===== src/core/clk_rst_cfg.svh =====
`ifndef CLK_RST_CFG_SVH
`define CLK_RST_CFG_SVH

// ****************************************
// register map
// ****************************************
`define ADDR_TRIM          4'h0
`define ADDR_OSC_SEL       4'h1
`define ADDR_STATUS        4'h2
`define ADDR_CAUSE         4'h3
`define ADDR_TRIM_OUT      4'h4

// ****************************************
// trim field layout
// ****************************************
`define TRIM_FINE_HI       7
`define TRIM_FINE_LO       4
`define TRIM_FAST_BIT      3
`define TRIM_SLOW_BIT      2
`define TRIM_IMPL_MASK     8'hfc
`define TRIM_POR_VALUE     8'h70

// ****************************************
// oscillator select codes
// ****************************************
`define OSC_EXTERNAL_RC_MODE_DIVIDED_CLOCK_OUTPUT   3'h7
`define OSC_EXTERNAL_RC_MODE_IO       3'h6
`define OSC_INTERNAL_RC_MODE_DIVIDED_CLOCK_OUTPUT   3'h5
`define OSC_INTERNAL_RC_MODE_IO       3'h4
`define OSC_SEL_RESET      3'h5

// ****************************************
// status bits and timing
// ****************************************
`define STAT_TIMEOUT_BIT   1
`define STAT_PWRDN_BIT     0
`define MASTER_CLEAR_PIN_FILTER_NS     20
`define CLK_PERIOD_NS      5
`define MASTER_CLEAR_PIN_FILTER_CYC    ((`MASTER_CLEAR_PIN_FILTER_NS + `CLK_PERIOD_NS - 1) / `CLK_PERIOD_NS)
`define DIVIDED_CLOCK_OUTPUT_DIV         4

`endif


===== src/core/clk_rst_pkg.sv =====
package clk_rst_pkg;
  typedef logic [7:0] byte_t;
  typedef logic [2:0] osc_sel_t;
  typedef enum logic [2:0] {
    cause_none,
    cause_por,
    cause_master_clear_pin_run,
    cause_master_clear_pin_sleep,
    cause_wdt_run,
    cause_wdt_wake
  } reset_cause_e;
endpackage : clk_rst_pkg


===== src/core/clock_trim_and_reset_control.sv =====
// Operation
// - trim bits 7:4 fine, higher is faster
// - bit 3 coarse faster, bit 2 coarse slower
// - clock output only in codes 101, 111
// - clock output runs at oscillator over four
// - five reset causes told apart
// - some registers keep contents except power-on
// - watchdog wake keeps trim and select, clears timeout and powerdown flags
// - master clear input filtered against glitches
// - watchdog reset never drives master clear
// - master clear, clock output mode: pin low
// - master clear, io mode: pin tristate input
// - master clear, RC modes: input pin tristate
// - select codes 111,110,101,100 for RC modes
// - power-on sets timeout and powerdown flags
//
// The register addresses and the address-and-strobe port are this design's own decisions.
`timescale 1ns/1ps
`include "clk_rst_cfg.svh"

module clock_trim_and_reset_control #(
  parameter int FILTER_CYC = `MASTER_CLEAR_PIN_FILTER_CYC,
  parameter int DIV        = `DIVIDED_CLOCK_OUTPUT_DIV
) (
  // clock, reset, enable
  input  wire logic                    clk,
  input  wire logic                    rst_n,
  input  wire logic                    ce,
  // register port
  input  wire logic [3:0]              addr,
  input  wire logic [7:0]              wdata,
  input  wire logic                    wr,
  input  wire logic                    rd,
  output clk_rst_pkg::byte_t           rdata,
  // reset event inputs
  input  wire logic                    por_evt,
  input  wire logic                    wdt_evt,
  input  wire logic                    sleeping,
  input  wire logic                    master_clear_pin_pin_n,
  // oscillator pins
  input  wire logic                    osc_out_pin_in,
  input  wire logic                    gpio_out,
  input  wire logic                    gpio_oe,
  output logic                         osc_out_pin_o,
  output logic                         osc_out_pin_oe,
  output logic                         osc_in_pin_oe,
  // trim and reset outputs
  output clk_rst_pkg::byte_t           trim_value,
  output logic                         core_reset,
  output clk_rst_pkg::reset_cause_e    last_cause
);
  import clk_rst_pkg::*;

  // ****************************************
  // state
  // ****************************************
  byte_t        trim_ff;
  osc_sel_t     osc_sel_ff;
  logic         timeout_flag_ff;
  logic         powerdown_flag_ff;
  reset_cause_e cause_ff;
  logic         master_clear_pin_prev_ff;
  logic         core_reset_ff;
  byte_t        rdata_ff;
  logic         master_clear_pin_asserted;
  logic         div_clk;
  logic         master_clear_pin_rise;
  logic         any_reset;
  logic         divided_clock_output_mode;
  logic         io_mode;

  assign trim_value = trim_ff;
  assign rdata      = rdata_ff;
  assign last_cause = cause_ff;
  assign core_reset = core_reset_ff;

  // ****************************************
  // master clear filter and divider
  // ****************************************
  master_clear_pin_filter #(
    .FILTER_CYC (FILTER_CYC)
  ) u_filter (
    .clk           (clk),
    .rst_n         (rst_n),
    .ce            (ce),
    .master_clear_pin_pin_n    (master_clear_pin_pin_n),
    .master_clear_pin_asserted (master_clear_pin_asserted)
  );

  assign master_clear_pin_rise = master_clear_pin_asserted && !master_clear_pin_prev_ff;
  assign any_reset = por_evt || master_clear_pin_rise || (wdt_evt && !sleeping);

  divided_clock_output_div #(
    .DIV (DIV)
  ) u_div (
    .clk     (clk),
    .rst_n   (rst_n),
    .ce      (ce),
    .clear   (any_reset || core_reset_ff),
    .div_clk (div_clk)
  );

  // ****************************************
  // oscillator pin control
  // ****************************************
  assign divided_clock_output_mode = (osc_sel_ff == `OSC_INTERNAL_RC_MODE_DIVIDED_CLOCK_OUTPUT) ||
                       (osc_sel_ff == `OSC_EXTERNAL_RC_MODE_DIVIDED_CLOCK_OUTPUT);
  assign io_mode     = (osc_sel_ff == `OSC_INTERNAL_RC_MODE_IO) ||
                       (osc_sel_ff == `OSC_EXTERNAL_RC_MODE_IO);

  always_comb begin
    osc_out_pin_o  = 1'b0;
    osc_out_pin_oe = 1'b0;
    if (divided_clock_output_mode) begin
      osc_out_pin_oe = 1'b1;
      // held low throughout master clear
      osc_out_pin_o  = master_clear_pin_asserted ? 1'b0 : div_clk;
    end else if (io_mode && !master_clear_pin_asserted) begin
      osc_out_pin_oe = gpio_oe;
      osc_out_pin_o  = gpio_out;
    end // io mode under master clear stays an input
  end

  // the input pin is never driven here in RC modes
  assign osc_in_pin_oe = 1'b0;

  // ****************************************
  // reset sequencing
  // ****************************************
  always_ff @(posedge clk) begin
    if (!rst_n) begin
      master_clear_pin_prev_ff  <= 1'b0;
      core_reset_ff <= 1'b1;
    end else if (ce) begin
      master_clear_pin_prev_ff  <= master_clear_pin_asserted;
      // watchdog only acts internally, pin is an input only
      core_reset_ff <= any_reset || master_clear_pin_asserted;
    end
  end

  // priority: power-on, then master clear, then watchdog
  always_ff @(posedge clk) begin
    if (!rst_n) begin
      cause_ff          <= cause_none;
      timeout_flag_ff   <= 1'b1;
      powerdown_flag_ff <= 1'b1;
    end else if (ce) begin
      if (por_evt) begin
        cause_ff          <= cause_por;
        timeout_flag_ff   <= 1'b1;
        powerdown_flag_ff <= 1'b1;
      end else if (master_clear_pin_rise && sleeping) begin
        cause_ff          <= cause_master_clear_pin_sleep;
        timeout_flag_ff   <= 1'b1;
        powerdown_flag_ff <= 1'b0;
      end else if (master_clear_pin_rise) begin
        cause_ff <= cause_master_clear_pin_run;
      end else if (wdt_evt && sleeping) begin
        cause_ff          <= cause_wdt_wake;
        timeout_flag_ff   <= 1'b0;
        powerdown_flag_ff <= 1'b0;
      end else if (wdt_evt) begin
        cause_ff        <= cause_wdt_run;
        timeout_flag_ff <= 1'b0;
      end
    end
  end

  // ****************************************
  // configuration registers
  // ****************************************
  // select stands for the configuration word: only power-on reloads it,
  // otherwise a clear in io mode would flip the pin into clock mode
  always_ff @(posedge clk) begin
    if (!rst_n) begin
      osc_sel_ff <= `OSC_SEL_RESET;
    end else if (ce) begin
      if (por_evt) begin
        osc_sel_ff <= `OSC_SEL_RESET;
      end else if (wr && addr == `ADDR_OSC_SEL) begin
        osc_sel_ff <= wdata[2:0];
      end
    end
  end

  // trim loads a known value only at power-on, other resets keep it
  always_ff @(posedge clk) begin
    if (!rst_n) begin
      trim_ff <= `TRIM_POR_VALUE;
    end else if (ce) begin
      if (por_evt) begin
        trim_ff <= `TRIM_POR_VALUE;
      end else if (wr && addr == `ADDR_TRIM) begin
        // low two bits unimplemented, dropped even if written
        trim_ff <= wdata & `TRIM_IMPL_MASK;
      end
    end
  end

  // ****************************************
  // read port
  // ****************************************
  always_ff @(posedge clk) begin
    if (!rst_n) begin
      rdata_ff <= 8'h00;
    end else if (ce) begin
      rdata_ff <= 8'h00;
      if (rd) begin
        case (addr)
          `ADDR_TRIM:     rdata_ff <= trim_ff;
          `ADDR_OSC_SEL:  rdata_ff <= {5'h00, osc_sel_ff};
          `ADDR_STATUS:   rdata_ff <= {5'h00, master_clear_pin_asserted, timeout_flag_ff, powerdown_flag_ff};
          `ADDR_CAUSE:    rdata_ff <= {5'h00, cause_ff};
          `ADDR_TRIM_OUT: rdata_ff <= {4'h0, trim_ff[`TRIM_FINE_HI:`TRIM_FINE_LO]};
          default:        rdata_ff <= 8'h00;
        endcase
      end
    end
  end
endmodule : clock_trim_and_reset_control


===== src/core/master_clear_pin_filter.sv =====
`timescale 1ns/1ps
`include "clk_rst_cfg.svh"

module master_clear_pin_filter #(
  parameter int FILTER_CYC = `MASTER_CLEAR_PIN_FILTER_CYC
) (
  // clock and reset
  input  wire logic clk,
  input  wire logic rst_n,
  input  wire logic ce,
  // pin and result
  input  wire logic master_clear_pin_pin_n,
  output logic      master_clear_pin_asserted
);
  logic [7:0] cnt_ff;
  logic       state_ff;

  assign master_clear_pin_asserted = state_ff;

  // a change must persist FILTER_CYC cycles before it is believed
  always_ff @(posedge clk) begin
    if (!rst_n) begin
      cnt_ff   <= 8'h00;
      state_ff <= 1'b0;
    end else if (ce) begin
      if ((!master_clear_pin_pin_n) == state_ff) begin
        cnt_ff <= 8'h00;
      end else if (cnt_ff >= 8'(FILTER_CYC - 1)) begin
        cnt_ff   <= 8'h00;
        state_ff <= !master_clear_pin_pin_n;
      end else begin
        cnt_ff <= cnt_ff + 8'h01;
      end
    end
  end
endmodule : master_clear_pin_filter


===== src/core/divided_clock_output_div.sv =====
`timescale 1ns/1ps
`include "clk_rst_cfg.svh"

module divided_clock_output_div #(
  parameter int DIV = `DIVIDED_CLOCK_OUTPUT_DIV
) (
  // clock and reset
  input  wire logic clk,
  input  wire logic rst_n,
  input  wire logic ce,
  // control
  input  wire logic clear,
  output logic      div_clk
);
  logic [7:0] cnt_ff;
  logic       out_ff;

  assign div_clk = out_ff;

  // half period of DIV/2 osc cycles, so one output period per DIV cycles
  always_ff @(posedge clk) begin
    if (!rst_n || (ce && clear)) begin
      cnt_ff <= 8'h00;
      out_ff <= 1'b0;
    end else if (ce) begin
      if (cnt_ff == 8'(DIV / 2 - 1)) begin
        cnt_ff <= 8'h00;
        out_ff <= ~out_ff;
      end else begin
        cnt_ff <= cnt_ff + 8'h01;
      end
    end
  end
endmodule : divided_clock_output_div


===== config.mk =====
export PLATFORM = sky130hd
export DESIGN_NAME = clock_trim_and_reset_control
export DESIGN_NICKNAME = d
export VERILOG_FILES = /design/src/core/clk_rst_pkg.sv /design/src/core/clock_trim_and_reset_control.sv /design/src/core/master_clear_pin_filter.sv /design/src/core/divided_clock_output_div.sv
export VERILOG_INCLUDE_DIRS = /design/src /design/src/core
export SDC_FILE = /design/constraint.sdc
export NUM_CORES = 1
export LEC_CHECK = 0
export ABC_CLOCK_PERIOD_IN_PS = 2700
export BUFFER_PORTS_ARGS = -buffer_cell sky130_fd_sc_hd__buf_2
export CORE_MARGIN = 10
export CORE_UTILIZATION = 45
export CTS_CLUSTER_DIAMETER = 200
export DETAILED_ROUTE_END_ITERATION = 16
export PLACE_DENSITY = 0.69
export SLEW_MARGIN = 5
export SYNTH_ARGS = -nofsm -noshare
export SYNTH_HDL_FRONTEND = slang
export SYNTH_SLANG_ARGS = --single-unit

===== constraint.sdc =====
create_clock -name clk -period 2.7 [get_ports clk]
set_input_delay 0.405 -clock clk [delete_from_list [all_inputs] [get_ports clk]]
set_output_delay 0.405 -clock clk [all_outputs]
set_load 0.05 [all_outputs]

Word level (Yosys, flattened, before mapping) --
Index checks and enable logic that the tools add are counted.
Operators by class: muxes and demuxes 28, $lt $le $gt $ge 1, $add $sub $neg 2, reduce and logical (&&, ||, !) cells 33, eq/ne operators 11, bitwise gates (word level) 2
Operator list (count):
- $mux W8 | 6
- $pmux W8 S5 | 1
- $mux W3 | 7
- $add A8 B1 Y8 const B | 2
- $mux W1 | 14
- $eq A3 B3 Y1 const B | 4
- $reduce_and A3 Y1 | 3
- $eq A4 B2 Y1 const B | 2
- $eq A8 B1 Y1 const B | 1
- $ge A8 B2 Y1 const B | 1
- $logic_and A1 B1 Y1 | 8
- $reduce_and A2 Y1 | 4
- $logic_or A1 B1 Y1 | 7
- $logic_not A1 Y1 | 5
- $reduce_bool A5 Y1 | 1
- $eq A4 B1 Y1 const B | 1
- $eq A4 B3 Y1 const B | 1
- $logic_not A4 Y1 | 1
- $reduce_bool A2 Y1 | 2
- $reduce_bool A4 Y1 | 1
- $ne A3 B2 Y1 const B | 1
- $reduce_bool A3 Y1 | 1
- $not A1 Y1 | 2
- $eq A1 B1 Y1 | 1
Storage, ports and cells: register bits after elaboration 44, input port bits 24, output and inout bits 23

Depth between registers and ports, before layout --
Gate-level depths: netlist of run 1.
depth after elaboration 7, mapped depth 6

Cells and area by module --
Synthesis of run 1 repeated with hierarchy kept, for this count alone.
Second synthesis, totals: cells, all modules 220, area total of the unflattened synthesis 2021.9 um^2
Modules (own cells, without submodules):
- clock_trim_and_reset_control | area an instance 1246.2 um^2, instances 1, cells an instance 139
- divided_clock_output_div | area an instance 427.9 um^2, instances 1, cells an instance 48
- master_clear_pin_filter | area an instance 347.8 um^2, instances 1, cells an instance 33

Worst setup path after synthesis of run 1 --
Ideal clock, no wire load.
path kind reg-to-output, start reg u_filter.state_ff (netlist: u_filter.master_clear_pin_asserted), end out osc_out_pin_oe, buffers on the path 0, slack 1.127 ns, cell stages (with the launch flop) 4, arrival time 1.168 ns, cell sequence dfxtp_1 -> inv_1 -> a21oi_1 -> nor2b_1
Between the ends: longest elaborated chain between the ends 4
Ends and longest elaborated chain:
- start: declaration | line master_clear_pin_filter.sv:16 | logic state_ff;
- start signal: assignment | line master_clear_pin_filter.sv:30 | state_ff <= !master_clear_pin_pin_n;
- $logic_not A1 Y1 | line clock_trim_and_reset_control.sv:118 | end else if (io_mode && !master_clear_pin_asserted) begin
- $logic_and A1 B1 Y1 | line clock_trim_and_reset_control.sv:118
- $mux W1 | line clock_trim_and_reset_control.sv:118
- $mux W1 | line clock_trim_and_reset_control.sv:114 | if (divided_clock_output_mode) begin
- end: declaration | line clock_trim_and_reset_control.sv:45 | output logic osc_out_pin_oe,
No other way between the ends.

Worst setup path in the final report of run 1 --
start reg osc_sel_ff[0], end out osc_out_pin_o
Between the ends: longest elaborated chain between the ends 5
Ends and longest elaborated chain:
- start: declaration | line clock_trim_and_reset_control.sv:58 | osc_sel_t osc_sel_ff;
- start signal: assignment | line clock_trim_and_reset_control.sv:176 | osc_sel_ff <= `OSC_SEL_RESET;
- start signal: assignment | line clock_trim_and_reset_control.sv:179 | osc_sel_ff <= `OSC_SEL_RESET;
- start signal: assignment | line clock_trim_and_reset_control.sv:181 | osc_sel_ff <= wdata[2:0];
- $eq A3 B3 Y1 (no line)
- $logic_or A1 B1 Y1 | line clock_trim_and_reset_control.sv:108 | assign io_mode = (osc_sel_ff == `OSC_INTERNAL_RC_MODE_IO) ||
- $logic_and A1 B1 Y1 | line clock_trim_and_reset_control.sv:118
- $mux W1 | line clock_trim_and_reset_control.sv:118
- $mux W1 * | line clock_trim_and_reset_control.sv:114
- end: declaration | line clock_trim_and_reset_control.sv:44 | output logic osc_out_pin_o,
Every way passes the cells marked *; elsewhere a longest branch is shown, timed or not.

==> summary.txt, run 1 <==
status = finished clean
ant diodes = 0
root buf cell = clkbuf_8
post-synth top area share = 42.61%
R2R setup slack = 1.06 ns
core area = 4294 um^2
setup bufs post-CTS = 0
worst min-delay path category = in -> reg
Initial Util = 45.95%
cells on worst reg2reg path = 5
DP Worst Slack = 0.8225 ns
top post-synthesis cells by area = dfxtp_1, nor2b_1, nor2_1
Slowest cell on crit path = dfxtp_1
Syn. warnings = 0
Final GP Congestion = 0.8257
vias in the first global route = 1,525
Total Wirelength = 4524 um
CTS tree = done
maximum vdd drop = 0.0001746 V
fmax = 0.5365 GHz
synthesized area per cell = 9.177 um^2
Critical Path Sink Type = output pin
DR DRC count = 0
fraction of layout cells with a size suffix above 1 = 23.53%
Yosys cell types = 50
RSZ-0062 raised after global routing = false
skew final = 0.01065 ns
clk buf depth = 2
pin count of the biggest net entering global routing = 26
TritonCTS Sinks = 42
Clock Latency Late Sink = 0.30 ns
Hold-fix buffers, CTS = 0
Setup TNS = 0 ns
gr usage total = 11.82%
IO buf count = 42
Final Critical Period = 1.864 ns
first-pass GRT wire length = 7176 um
synth cell count leaders = dfxtp_1, nor2_1, nand2_1
routed len/inst = 14.74 um
clk slew on worst S/H paths = 0.08 ns
Setup WS post-layout = 0.8360 ns
area grow syn2layout = 16.99%
Overflow after GRT = 0
Max H-tree Level = 2
die area = 7433 um^2
WHS Path Cells = 2
WP data required = 2.30 ns
register area share after synthesis = 42.61%
Std-Cell Rows = 24
fin nets = 281
cell count after synthesis = 215
CP startpoint kind = flip-flop
area leader, netlist = dfxtp_1
post-synth design cell area = 1973 um^2
Post-Route Utilization = 53.76%
Post-synth top flop = dfxtp_1
period utilisation layout = 69.04%
Pleak = 0.9399 nW
fraction of registers with async set/reset = 0%
count of pins over their slew limit = 0
initial antenna violation count = 0
critical path's largest stage delay = 0.44 ns
vias post-DR = 1,659
Num CTS Buffers = 5
drt first-iter violations = 68
most frequent cell after synthesis = dfxtp_1
power per cell area = 545.2 nW/um^2
ANT nets after route = 0
Crit Path Max Fanout = 4
Seq cells post-synth = 42
Final setup viols = 0
die width = 86.22 um
vias per cell = 5.404
maxcap violations = 0
FILL cells = 413
total I/O pin count = 47
hpwl dp = 3394 um
Post-synth EDFFs = 0
Final Hold Viols = 0
crit-path cells = mux2_2 > and3_1 > buf_2
Crit path arrival time = 1.46 ns
Pre-Repair DR Iteration Count = 4
post-CTS sizing = 0
die height = 86.22 um
crit path kind = reg -> out
## final timing paths
path | from | endpoint
max | osc_sel_ff[0] | osc_out_pin_o
min | wdata[4] | trim_value[4]
max reg2reg | u_filter.cnt_ff[0] | u_filter.cnt_ff[7]
min reg2reg | rdata[0] | rdata[0]
## metal layers
layer / track usage (%) / up-vias / wire, um
met2: 17.65 / 39 / 1973
met1: 14.70 / 768 / 2191
met4: 4.418 / 0 / 85
met3: 5.159 / 7 / 273
li1: - / 845 / -
met5: 0 / - / 0
## layout by cell type, fill, tap and decap left out, types with 2 or more instances in the layout
master,netlist,final
a21boi_0,2,2
and3_1,4,4
and2_1,5,5
o22a_1,5,5
nand3b_1,2,2
o21ai_0,11,11
xnor2_1,7,7
nor2_1,17,17
conb_1,1,3
a32o_1,3,3
o21ba_1,2,2
buf_2,4,42
o32a_1,2,2
nand3_1,7,7
nand4_1,6,6
ha_1,3,3
nor2b_1,12,12
a21oi_1,6,6
inv_1,4,4
clkbuf_8,0,5
nand2_1,16,16
xor2_1,5,5
dfxtp_1,42,42
mux2_2,2,2
mux2i_1,5,5
nor3_1,4,4
nor4b_1,2,2
a22oi_1,6,6
## critical path: cells and delay by family (launching register included)
| kind | cells | cell delay (ns) |
|---|---|---|
| simple gates | 1 | 0.17 |
| mux | 1 | 0.35 |
| flops | 1 | 0.44 |
| buf+inv | 1 | 0.20 |
## through the flow
stage | hold WS (ns) | area [um^2] | instances | power (mW)
after detailed placement | 0.4426 | 2198 | 299 | 0.7779
final | 0.3077 | 2308 | 307 | 1.259
after CTS | 0.3023 | 2308 | 307 | 1.271
after global routing | 0.3008 | 2308 | 307 | 1.309
after global placement | 0.4335 | 2198 | 299 | 0.7765
after floorplan | 0.4398 | 1981 | 217 | 0.7421
## flip-flops by register name (all words and copies together) (netlist names)
signal / flops
u_div.cnt_ff: 8
u_div.div_clk: 1
timeout_flag_ff: 1
osc_sel_ff: 3
u_filter.cnt_ff: 8
rdata: 8
master_clear_pin_prev_ff: 1
core_reset: 1
trim_value: 6
u_filter.master_clear_pin_asserted: 1
powerdown_flag_ff: 1
last_cause: 3
## power by group
group	switching (mW)	leakage, nW	total, mW	internal [mW]
Combinational	0.0827	0.548	0.128	0.0448
Clock	0.219	0.0514	0.495	0.276
Sequential	0.00798	0.340	0.636	0.628
Total	0.310	0.940	1.26	0.949
## layout make-up
cell class                 count  area [um^2]  share of cell area [%]
clock inverter                 2        37.54                   1.626
tap                           52        65.06                   2.818
sequential                    42        840.8                   36.42
timing repair buffer          43        217.7                   9.431
inverter                       4        15.01                  0.6504
multi-input combinational    158         1060                   45.91
clock buffer                   6        72.57                   3.144
## kinds of logic (layout without fill, tap and decap cells)
logic type / after synthesis / after routing / synth area share [%]
AO/OA/AOI/OAI: 47 / 47 / 17.63
flip-flops: 42 / 42 / 42.61
other: 1 / 3 / 0.1901
XOR/XNOR: 12 / 12 / 5.327
adder cells (fa/ha/maj): 3 / 3 / 1.903
multiplexers: 7 / 7 / 3.678
AND/OR/NAND/NOR: 86 / 86 / 24.60
buffers and inverters: 17 / 55 / 4.058
(Power assumes the default switching activity.)
==> inputs of run 2 (changes only) <==
--- a/config.mk
+++ b/config.mk
@@ -6,13 +6,14 @@
 export SDC_FILE = /design/constraint.sdc
 export NUM_CORES = 1
 export LEC_CHECK = 0
-export ABC_CLOCK_PERIOD_IN_PS = 2700
+export ABC_AREA = 1
+export ABC_CLOCK_PERIOD_IN_PS = 1600
 export BUFFER_PORTS_ARGS = -buffer_cell sky130_fd_sc_hd__buf_2
 export CORE_MARGIN = 10
 export CORE_UTILIZATION = 45
 export CTS_CLUSTER_DIAMETER = 200
 export DETAILED_ROUTE_END_ITERATION = 16
-export PLACE_DENSITY = 0.69
+export PLACE_DENSITY = 0.71
 export SLEW_MARGIN = 5
 export SYNTH_ARGS = -nofsm -noshare
 export SYNTH_HDL_FRONTEND = slang
==> constraint.sdc (replaced) <==
create_clock -name clk -period 1.6 [get_ports clk]
set_input_delay 0.24 -clock clk [delete_from_list [all_inputs] [get_ports clk]]
set_output_delay 0.24 -clock clk [all_outputs]
set_load 0.05 [all_outputs]
==> run 2 against run 1 <==
  * Design area up 4.7%
  * Die area rose by 4.6%
  * Setup slack got worse by 0.73 ns
  * Critical path depth is 1 higher
  * Sequential power increased by 71%
  * Hold slack lost 0.14 ns
  * Count of clock-buffer cells in the layout unchanged
  * Sequential cell count stayed put
  * Combinational power rose by 140%
  * Via count increased by 18%
==> summary.txt, run 2 <==
Area after DPL = 2332 um^2 (+6.1%)
ANT nets after route = 0 (unchanged)
total I/O pin count = 47 (unchanged)
top post-synthesis cells by area = dfxtp_1, nand2_1, nand3_1
skew final = 0.008541 ns (-0.002107 ns)
vias in the first global route = 1,890 (+24%)
Syn. warnings = 0 (unchanged)
core area = 4414 um^2 (+2.8%)
Clock Latency Late Sink = 0.30 ns (about the same)
Pleak = 1.109 nW (+18%)
area leader, netlist = dfxtp_1
Worst Path Buf+Inv = 2 (+1)
Post-synth top flop = dfxtp_1
synthesized area per cell = 7.289 um^2 (-21%)
worst min-delay path category = in -> reg
Final GP Congestion = 0.8167 (-1.1%)
clk buf depth = 2 (unchanged)
Yosys cell types = 35 (-30%)
IO buf count = 42 (unchanged)
ant diodes = 0 (unchanged)
RSZ-0062 raised after global routing = false
Seq cells post-synth = 42 (unchanged)
power per cell area = 857.7 nW/um^2 (+57%)
Pre-Repair DR Iteration Count = 4 (unchanged)
clock network fraction of total power = 32.9% (-6.4 points)
hold path start = wdata[0]
fraction of layout cells with a size suffix above 1 = 25.76% (+2.2 points)
P_int = 1.489 mW (+57%)
R2R setup slack = 0.35 ns (-0.71 ns)
drt first-iter violations = 107 (+57%)
maximum vdd drop = 0.0004991 V (+190%)
critical path's largest stage delay = 0.32 ns (-0.12 ns)
most frequent cells in the layout = nand2_1, dfxtp_1, buf_2, nor2_1, nand3_1
CP startpoint kind = flip-flop
Sw Ratio = 28.21% (+3.6 points)
Critical Path Sink Type = output pin
die width = 88.18 um (+2.3%)
WP data required = 1.36 ns (-0.94 ns)
period utilisation layout = 93.65%
status = finished clean
CTS tree = done
gr usage total = 13.76% (+1.9 points)
fmax = 0.6674 GHz
fin nets = 358 (+27%)
Initial Util = 47.39% (+1.4 points)
Overflow after GRT = 0 (unchanged)
FILL cells = 444 (+7.5%)
Final setup viols = 0 (unchanged)
root buf cell = clkbuf_8
die height = 88.18 um (+2.3%)
cell count after synthesis = 287 (+33%)
Max H-tree Level = 2 (unchanged)
area grow syn2layout = 15.55%
register area share after synthesis = 40.19% (-2.4 points)
Comb pwr share = 14.6% (+4.5 points)
sequential share of power = 52.5% (+1.9 points)
TritonCTS Sinks = 42 (unchanged)
FF-to-FF End = u_div.cnt_ff[6]
die area = 7776 um^2 (+4.6%)
Final Hold Viols = 0 (unchanged)
commonest non-fill, non-tap cell in the layout = nand2_1
post-synth design cell area = 2092 um^2 (+6.0%)
fraction of registers with async set/reset = 0% (unchanged)
Crit path arrival time = 1.26 ns (-0.20 ns)
maxcap violations = 0 (unchanged)
Hold-fix buffers, CTS = 0 (unchanged)
crit-path leading delay family = buffers and inverters
post-route cell area = 2417 um^2 (+4.7%)
clk slew on worst S/H paths = 0.08 ns (about the same)
cells on worst reg2reg path = 5 (unchanged)
vias per cell = 5.105 (-5.5%)
setup bufs post-CTS = 0 (unchanged)
Total Wirelength = 5096 um (+13%)
synth cell count leaders = nand2_1, dfxtp_1, nor2_1
count of pins over their slew limit = 0 (unchanged)
most frequent cell after synthesis = nand2_1
hpwl dp = 4033 um (+19%)
Hold Crit Endpoint = osc_sel_ff[0]
Std-Cell Rows = 24 (unchanged)
post-synth top area share = 40.19% (-2.4 points)
crit-path cells = inv_1 > nand3_1 > o22ai_1 > buf_2
DR DRC count = 0 (unchanged)
crit path kind = reg -> out
first-pass GRT wire length = 8680 um (+21%)
vias post-DR = 1,950 (+18%)
Sw Pwr = 0.5849 mW (+89%)
Num CTS Buffers = 5 (unchanged)
Setup TNS = 0 ns (unchanged)
initial antenna violation count = 0 (unchanged)
WHS Path Cells = 3 (+1)
Slowest cell on crit path = dfxtp_1
Final Critical Period = 1.498 ns
routed len/inst = 13.34 um (-9.5%)
Crit Path Max Fanout = 3 (-1)
FF-to-FF Start = u_div.cnt_ff[0]
Post-synth EDFFs = 0 (unchanged)
pin count of the biggest net entering global routing = 16 (-38%)
==> run 2: cell count changes after synthesis, moves of 6 or more <==
cell,delta
inv_2,+9
nor2b_1,-12
nor2_1,+14
nand2_1,+49
nand3_1,+23
inv_1,+16
nand4_1,+9
xnor2_1,-6
==> run 2: kinds of logic after synthesis <==
logic type	count (synthesis)	synth area share [%]
fa+ha+maj	3	1.794
other cells	1	0.1793
compound gates	30	8.314
flops	42	40.19
simple gates	166	39.00
xor+xnor	4	1.675
buf+inv	41	8.851
==> run 2: layout make-up <==
class                      instances  area (um^2)  area share [%]
clock buffer                       6        82.58           3.416
timing repair buffer              46        242.7           10.04
inverter                          30        112.6           4.658
tap                               52        65.06           2.692
sequential                        42        840.8           34.78
multi-input combinational        206         1074           44.41
==> run 2: what timing repair did <==
| action | CTS | global route |
|---|---|---|
| resized for setup | 0 | 1 |
| endpoints found under the hold margin | 0 | 0 |
| setup endpoints to repair | 0 | 1 |
==> run 2: worst max-delay path by stage <==
| stage | startpoint | endpoint | depth (start not counted) |
|---|---|---|---|
| after global placement | ce | u_div.cnt_ff[3] | 5 |
| final | u_filter.master_clear_pin_asserted | osc_out_pin_o | 4 |
| after floorplan | u_filter.master_clear_pin_asserted | osc_out_pin_o | 4 |
| after detailed placement | ce | u_div.cnt_ff[3] | 5 |
| after CTS | u_filter.master_clear_pin_asserted | osc_out_pin_o | 4 |
| after global routing | u_filter.master_clear_pin_asserted | osc_out_pin_oe | 4 |
==> run 2: worst register-to-register path: stages, from the launching register on <==
cell,delay [ns]
dfxtp_1,0.39
ha_1,0.19
nand3_1,0.12
nor3_1,0.21
xor2_1,0.18
nor2_1,0.06
==> run 2: metal layers <==
| metal | up-vias | track usage [%] | wire length (um) |
|---|---|---|---|
| met2 | 44 | 21.34 | 2288 |
| met5 | - | 0 | 0 |
| met3 | 5 | 4.085 | 396 |
| li1 | 1018 | - | - |
| met4 | 0 | 5.563 | 51 |
| met1 | 883 | 17.39 | 2360 |
==> run 2: metrics by stage <==
step           util, %  setup slack [ns]  hold slack [ns]  std cells  total power, mW
3_5_place_dp     52.83            0.2974           0.4301        376            1.415
2_1_floorplan        -          0.001712           0.3697        289            1.333
3_3_place_gp     52.83            0.2969           0.4265        376            1.411
6_report         54.76            0.1016           0.1691        382            2.073
4_1_cts          54.71           0.09639           0.1662        382            2.091
5_1_grt          54.76           0.02732           0.1714        382            2.163
==> run 2: power groups by stage <==
stage | sequential, mW | clock (mW) | combinational [mW]
3_3_place_gp | 1.11 | 0 | 0.297
4_1_cts | 1.09 | 0.700 | 0.302
2_1_floorplan | 1.15 | 0 | 0.184
6_report | 1.09 | 0.682 | 0.302
5_1_grt | 1.09 | 0.736 | 0.334
3_5_place_dp | 1.11 | 0 | 0.301
